[src/design/pmss_pkg.sv]
/*
 * Package for the MAC-side status and strap block: interface modes,
 * strap sampling figures and reset timing.
 * Assumes a single 200 MHz system clock.
 */
package pmss_pkg;
    // Interface mode selected by the straps
    typedef enum logic [1:0] {
        PMSS_MODE_MII  = 2'b00,
        PMSS_MODE_RMII = 2'b01,
        PMSS_MODE_GPSI = 2'b10
    } pmss_mode_t;

    localparam int CLK_PERIOD_PS     = 5000;
    // Recommended hold of the pin reset after power on
    localparam int RESET_HOLD_MS     = 200;
    localparam longint RESET_HOLD_CYC =
        (longint'(RESET_HOLD_MS) * 64'd1_000_000_000) / CLK_PERIOD_PS;
    // Strap reset values: pull-downs make zero the default
    localparam logic RMII_STRAP_RST  = 1'b0;
    localparam logic GPSI_STRAP_RST  = 1'b0;
    localparam logic RPT_STRAP_RST   = 1'b0;
    // Depth of the pin synchroniser
    localparam int SYNC_STAGES       = 3;
endpackage : pmss_pkg

[src/design/pmss_sync.sv]
/*
 * Three-flop synchroniser with agreement filter for pin inputs.
 * Assumes inputs are asynchronous to sys_clk.
 */
`timescale 1ns/1ps
module pmss_sync #(
    parameter int WIDTH = 1
) (
    input  wire logic             sys_clk, // System clock
    input  wire logic             rst,     // Sync reset, active high
    input  wire logic [WIDTH-1:0] pinIn,   // Raw pin levels
    output logic      [WIDTH-1:0] syncOut  // Filtered level
);
    import pmss_pkg::*;

    typedef struct packed {
        logic [WIDTH-1:0] s1;
        logic [WIDTH-1:0] s2;
        logic [WIDTH-1:0] s3;
        logic [WIDTH-1:0] out;
    } pmss_sync_t;

    pmss_sync_t st;
    pmss_sync_t next_st;

    // First stage read only by second; change counts when s2 and s3 agree
    always_comb begin
        next_st    = st;
        next_st.s1 = pinIn;
        next_st.s2 = st.s1;
        next_st.s3 = st.s2;
        for (int i = 0; i < WIDTH; i++) begin
            if (st.s2[i] == st.s3[i]) begin
                next_st.out[i] = st.s3[i];
            end
        end
    end

    always_ff @(posedge sys_clk) begin
        if (rst) begin
            st <= '0;
        end else begin
            st <= next_st;
        end
    end

    assign syncOut = st.out;
endmodule : pmss_sync

[src/design/pmss_status.sv]
/*
 * MAC-side status outputs of a 10/100 PHY: receive error, collision,
 * carrier sense and receive data valid, plus power-on strap capture.
 * Assumes medium events arrive as pins asynchronous to sys_clk and
 * that resetN is the device pin reset, held low for the whole reset.
 */
// How it works
// MII: receive error rises on error, holds until data valid drops.
// RMII: receive error holds until combined carrier/data valid drops.
// GPSI: receive error output is unused, held low.
// Straps sampled in reset; 00 MII, 01 GPSI, 1x RMII.
// MII/GPSI: collision shown in half duplex, held low in full duplex.
// Repeater strap 0: carrier follows rx, and tx in half duplex; 1: rx only.
// MII/GPSI: carrier sense high while medium carries carrier.
// Device in reset while reset pin low; host holds it 200 ms. The bench MAC model holds it for only HOLD + 1 = 17 cycles.
// MII: data valid high while receive nibble is valid.
// RMII: combined carrier/data valid high while medium not idle.
// Captured straps stay fixed until the next reset.
`timescale 1ns/1ps
module pmss_status (
    input  wire logic             sys_clk,     // 200 MHz clock
    input  wire logic             rst,         // Sync reset, active high
    input  wire logic             resetN,      // Device reset pin, active low
    input  wire logic             rmiiStrap,   // RMII select strap pin
    input  wire logic             gpsiStrap,   // GPSI select strap pin
    input  wire logic             rptStrap,    // Repeater strap pin
    input  wire logic             fullDuplex,  // Link is full duplex
    input  wire logic             rxCarrier,   // Receive carrier present
    input  wire logic             rxNibValid,  // Receive nibble valid
    input  wire logic             txActive,    // Transmit in progress
    input  wire logic             collision,   // Collision on medium
    input  wire logic             rxErrDet,    // Receive error detected
    output logic                  rxDv,        // MII data valid
    output logic                  crsDv,       // RMII carrier/data valid
    output logic                  rxErr,       // Receive error
    output logic                  colOut,      // Collision
    output logic                  crsOut,      // Carrier sense
    output pmss_pkg::pmss_mode_t  mode,        // Latched interface mode
    output logic                  endpoint_mode, // Strap says endpoint
    output logic                  inReset      // Device held in reset
);
    import pmss_pkg::*;

    localparam int NIN = 10;

    logic [NIN-1:0] syncIn;

    // Every pin input passes the agreement synchroniser
    pmss_sync #(.WIDTH(NIN)) u_sync (
        .sys_clk (sys_clk),
        .rst     (rst),
        .pinIn   ({resetN, rmiiStrap, gpsiStrap, rptStrap, fullDuplex,
                   rxCarrier, rxNibValid, txActive, collision, rxErrDet}),
        .syncOut (syncIn)
    );

    logic sResetN;
    logic sRmii;
    logic sGpsi;
    logic sRpt;
    logic sFdx;
    logic sCar;
    logic sNib;
    logic sTx;
    logic sCol;
    logic sErr;
    assign {sResetN, sRmii, sGpsi, sRpt, sFdx, sCar, sNib, sTx, sCol, sErr} = syncIn;

    typedef struct packed {
        pmss_mode_t mode;
        logic       rpt;
        logic       held;
        logic       rxDv;
        logic       crsDv;
        logic       rxErr;
        logic       col;
        logic       crs;
    } pmss_state_t;

    pmss_state_t st;
    pmss_state_t next_st;

    always_comb begin
        next_st = st;
        next_st.held = ~sResetN;
        if (~sResetN) begin
            // Straps track the pins while in reset; last value is kept
            next_st.rpt = sRpt;
            if (sRmii) begin
                next_st.mode = PMSS_MODE_RMII;
            end else if (sGpsi) begin
                next_st.mode = PMSS_MODE_GPSI;
            end else begin
                next_st.mode = PMSS_MODE_MII;
            end
            next_st.rxDv  = 1'b0;
            next_st.crsDv = 1'b0;
            next_st.rxErr = 1'b0;
            next_st.col   = 1'b0;
            next_st.crs   = 1'b0;
        end else begin
            // Straps frozen outside reset, pins may become outputs
            next_st.mode = st.mode;
            next_st.rpt  = st.rpt;
            next_st.rxDv  = (st.mode == PMSS_MODE_MII) && sNib;
            next_st.crsDv = (st.mode == PMSS_MODE_RMII) && sCar;
            // Half duplex endpoint also senses own transmit
            next_st.crs = (st.mode != PMSS_MODE_RMII) &&
                          (sCar || (!sFdx && !st.rpt && sTx));     // see R6
            next_st.col = (st.mode != PMSS_MODE_RMII) && !sFdx && sCol;
            case (st.mode)
                PMSS_MODE_MII: begin
                    // Sticky until data valid falls; set wins
                    if (sErr && sNib) begin
                        next_st.rxErr = 1'b1;
                    end else if (!sNib) begin
                        next_st.rxErr = 1'b0;
                    end
                end
                PMSS_MODE_RMII: begin
                    if (sErr && sCar) begin
                        next_st.rxErr = 1'b1;
                    end else if (!sCar) begin
                        next_st.rxErr = 1'b0;
                    end
                end
                PMSS_MODE_GPSI: begin
                    next_st.rxErr = 1'b0;
                end
                default: begin
                    next_st.rxErr = 1'b0;
                end
            endcase
        end
    end

    always_ff @(posedge sys_clk) begin
        if (rst) begin
            st       <= '0;
            st.mode  <= PMSS_MODE_MII;
            st.rpt   <= RPT_STRAP_RST;
            st.held  <= 1'b1;
        end else begin
            st <= next_st;
        end
    end

    assign rxDv          = st.rxDv;
    assign crsDv         = st.crsDv;
    assign rxErr         = st.rxErr;
    assign colOut        = st.col;
    assign crsOut        = st.crs;
    assign mode          = st.mode;
    assign endpoint_mode = ~st.rpt;
    assign inReset       = st.held;
endmodule : pmss_status

[config.mk]
export PLATFORM = sky130hd
export DESIGN_NAME = pmss_status
export DESIGN_NICKNAME = d
export VERILOG_FILES = /design/src/design/pmss_pkg.sv /design/src/design/pmss_sync.sv /design/src/design/pmss_status.sv
export SDC_FILE = /design/constraint.sdc
export NUM_CORES = 1
export LEC_CHECK = 0
export BUFFER_PORTS_ARGS = -buffer_cell sky130_fd_sc_hd__buf_2
export CORE_MARGIN = 2
export CORE_UTILIZATION = 58
export CTS_CLUSTER_SIZE = 25
export DETAILED_ROUTE_END_ITERATION = 16
export PLACE_DENSITY_LB_ADDON = 0.25
export SLEW_MARGIN = 20
export SYNTH_ARGS = -nofsm -noshare
export SYNTH_HDL_FRONTEND = slang
export SYNTH_SLANG_ARGS = --single-unit
[constraint.sdc]
create_clock -name sys_clk -period 1.8 [get_ports sys_clk]
set_clock_uncertainty 0.1 [all_clocks]
set_input_delay 0.27 -clock sys_clk [delete_from_list [all_inputs] [get_ports sys_clk]]
set_output_delay 0.27 -clock sys_clk [all_outputs]
set_load 0.005 [all_outputs]
==> summary.md <==
| Metric | Value |
|---|---|
| Outcome | `finished, final reports clean` |
| Register area share after synthesis | `65.6%` |
| Synth top area cells | `dfxtp_1, nor2b_1, a21oi_1` |
| Post-synthesis compound-gate area fraction | `8.70%` |
| Final net count | `170` |
| Final setup fails | `0` |
| Post-DRT Antenna Nets | `0` |
| WL final | `1980 um` |
| Clk root buf | `clkbuf_4` |
| Kind of critical path | `reg -> out` |
| Post-synthesis xor/xnor area fraction | `0%` |
| Area growth, synth to finish | `11.5%` |
| First-pass GRT wire length | `3040 um` |
| Reg2reg start | `u_sync.syncOut[9]$_SDFFE_PP0N_` |
| GRT overflow | `0` |
| Final instance area | `0.00167 mm^2` |
| DRC | `0` |
| Initial Utilization | `60.9%` |
| Reg2Reg Depth | `2` |
| Post-DP HPWL | `1370 um` |
| Filler cells | `197` |
| Drt wl/cell | `10.5 um` |
| Via density | `4.77` |
| RSZ-0062 raised after global routing | `false` |
| Hold path endpoint | `u_sync.next_st[29]$_SDFF_PP0_` |
| Syn Inst Count | `138` |
| N_diodes | `0` |
| Port Buffers | `20` |
| Drt first pass iters | `4` |
| DIE AREA | `0.00300 mm^2` |
| Setup TNS | `0 ns` |
| Critical Path End Type | `primary output` |
| Number of global-route vias before repair | `719` |
| Worst-path maximum fanout | `3` |
| Final Max Slew Viols | `0` |
| Die W | `54.8 um` |
| Hold WS | `0.0334 ns` |
| Post-synth top area cell | `dfxtp_1` |
| Leakage power | `0.638 nW` |
| # rows | `18` |
| Critical path required time | `1.43 ns` |
| Mean area per synthesized cell | `10.8 um^2` |
| Yosys top cell area share | `65.6%` |
| Most common cell in the synthesized netlist | `dfxtp_1` |
| Synth cell types | `16` |
| Worst-skew pair later-pin latency | `0.34 ns` |
| Cell area after synthesis | `0.00150 mm^2` |
| Post-synth EDFFs | `0` |
| Via count | `902` |
| Mapped Nets | `150` |
| Critical path arrival | `0.87 ns` |
| Period Utilization, post-route | `69.2%` |
| Post-CTS sizing | `0` |
| Async set or reset register ratio after synthesis | `0%` |
| Largest net degree at the start of global routing | `24` |
| Critical Path Source | `st[6]$_SDFFE_PP0N_` |
| Synthesized-area fraction occupied by and/or/nand/nor cells | `21.0%` |
| Setup Buffers After CTS | `0` |
| Hold Path Stages | `2` |
| Final hold violation count | `0` |
| VDD IR max | `0.866 mV` |
| Placed cell areas | `0.00160 mm^2` |
| Die Y | `54.8 um` |
| RePlAce Congestion | `0.665` |
| Normalized max-slew margin | `75.1%` |
| Initial antenna violation count | `0` |
| Core ar. | `0.00245 mm^2` |
| Yosys warning count | `0` |
| Clock sinks | `49` |
| PnR worst setup slack | `0.555 ns` |
| Dpl ws | `0.542 ns` |
| Period minus WS final | `1.24 ns` |
| #FFs+latches synth | `49` |
| Pwr dens | `1020 mW/mm^2` |
| Worst hold start | `resetN` |
| Max Clock Freq | `0.803 GHz` |
| Worst setup SP type | `flop` |
| Worst-Margin Slew | `0.374 ns` |
| Max Cap Violations | `0` |
| Synth Area in Adders | `0%` |
| RR Endpoint | `rxErr$_SDFFE_PP0P_` |
| Storage cell area | `981 um^2` |
| Commonest cells post-synth | `dfxtp_1, nor2b_1, nand2_1` |
| # IOs | `21` |
| CTS buffer count | `5` |
| GRT Util Overall | `15.3%` |
| Clk slew on worst S/H paths | `0.13 ns` |
| Main flop type after synthesis | `dfxtp_1` |
| Largest family of logic cells by synthesized area | `simple AND/OR/NAND/NOR gates` |
| CTS Buffer Depth | `2` |
| Drt first-iter violations | `16` |
| CTS tree | `done` |
| R2r setup slk | `0.58 ns` |
| Multi-input logic area | `464 um^2` |
| Post-synthesis mux area share | `1.34%` |
| Share of layout cells above drive strength 1 | `20.8%` |
| HP Class | `in -> reg` |
| Overall Power | `1.70 mW` |
| # H-tree levels | `2` |
| Post-CTS Hold Fix Bufs | `0` |
==> stage by stage <==
stage | cells | util (%)
6_report | 189 | 67.9
5_1_grt | 189 | 67.9
4_1_cts | 189 | 67.9
3_5_place_dp | 181 | 65.1
3_3_place_gp | 181 | 65.1
2_1_floorplan | 138 | -
==> power by group <==
part           switching, mW  total (mW)  internal [mW]
Combinational         0.0221      0.0472         0.0251
Sequential            0.0105        1.12           1.11
Clock                  0.302       0.529          0.227
==> placed cells by master (no fill, tap or decap), drive strengths merged <==
cell    netlist  final
a211oi        2      2
a21oi        11     11
buf           4     21
clkbuf        4      7
clkinv        0      1
dfxtp        49     49
inv           2      2
mux2i         2      2
nand2        12     12
nand2b        2      2
nor2          5      5
nor2b        31     31
nor4b         1      1
o21ai        10     10
or3b          3      3
==> kinds of logic after synthesis <==
kind of cell	after synthesis
buffers and inverters	10
flip-flops	49
AO/OA/AOI/OAI	23
multiplexers	2
AND/OR/NAND/NOR	54
==> registers in the layout (all words and copies together), names as in the netlist <==
register        flops
colOut              1
crsDv               1
crsOut              1
inReset             1
mode                2
rxDv                1
rxErr               1
st                  1
u_sync.next_st     20
u_sync.st          10
u_sync.syncOut     10
==> area by class of cell <==
type | count | area share, %
Sequential cell | 49 | 58.8
Multi-Input combinational cell | 79 | 27.8
Timing Repair Buffer | 21 | 6.45
Clock buffer | 7 | 3.90
Tap cell | 30 | 2.25
Inverter | 2 | 0.450
Clock inverter | 1 | 0.300
==> worst max-delay path, stage by stage (launching register included) <==
cell     delay [ns]
dfxtp_1        0.38
inv_1          0.04
buf_2          0.12
==> routing by layer <==
layer | vias up | global-route usage [%] | share of wire [%] | wire length, um
met1 | 400 | 18.6 | 48 | 947
met3 | 2 | 7.38 | 5.0 | 99
met2 | 21 | 21.8 | 46 | 903
met5 | - | 0 | 0 | 0
li1 | 479 | - | - | -
met4 | 0 | 8.75 | 1.5 | 29
==> worst max path at each step <==
stage	end	slack, ns
floorplan	rxErr$_SDFFE_PP0P_	0.70
global placement	rxErr$_SDFFE_PP0P_	0.57
detailed placement	rxErr$_SDFFE_PP0P_	0.54
CTS	mode[0]	0.54
global route	mode[1]	0.47
finish	endpoint_mode	0.56
No activity file was read; power rests on OpenSTA's default activity.
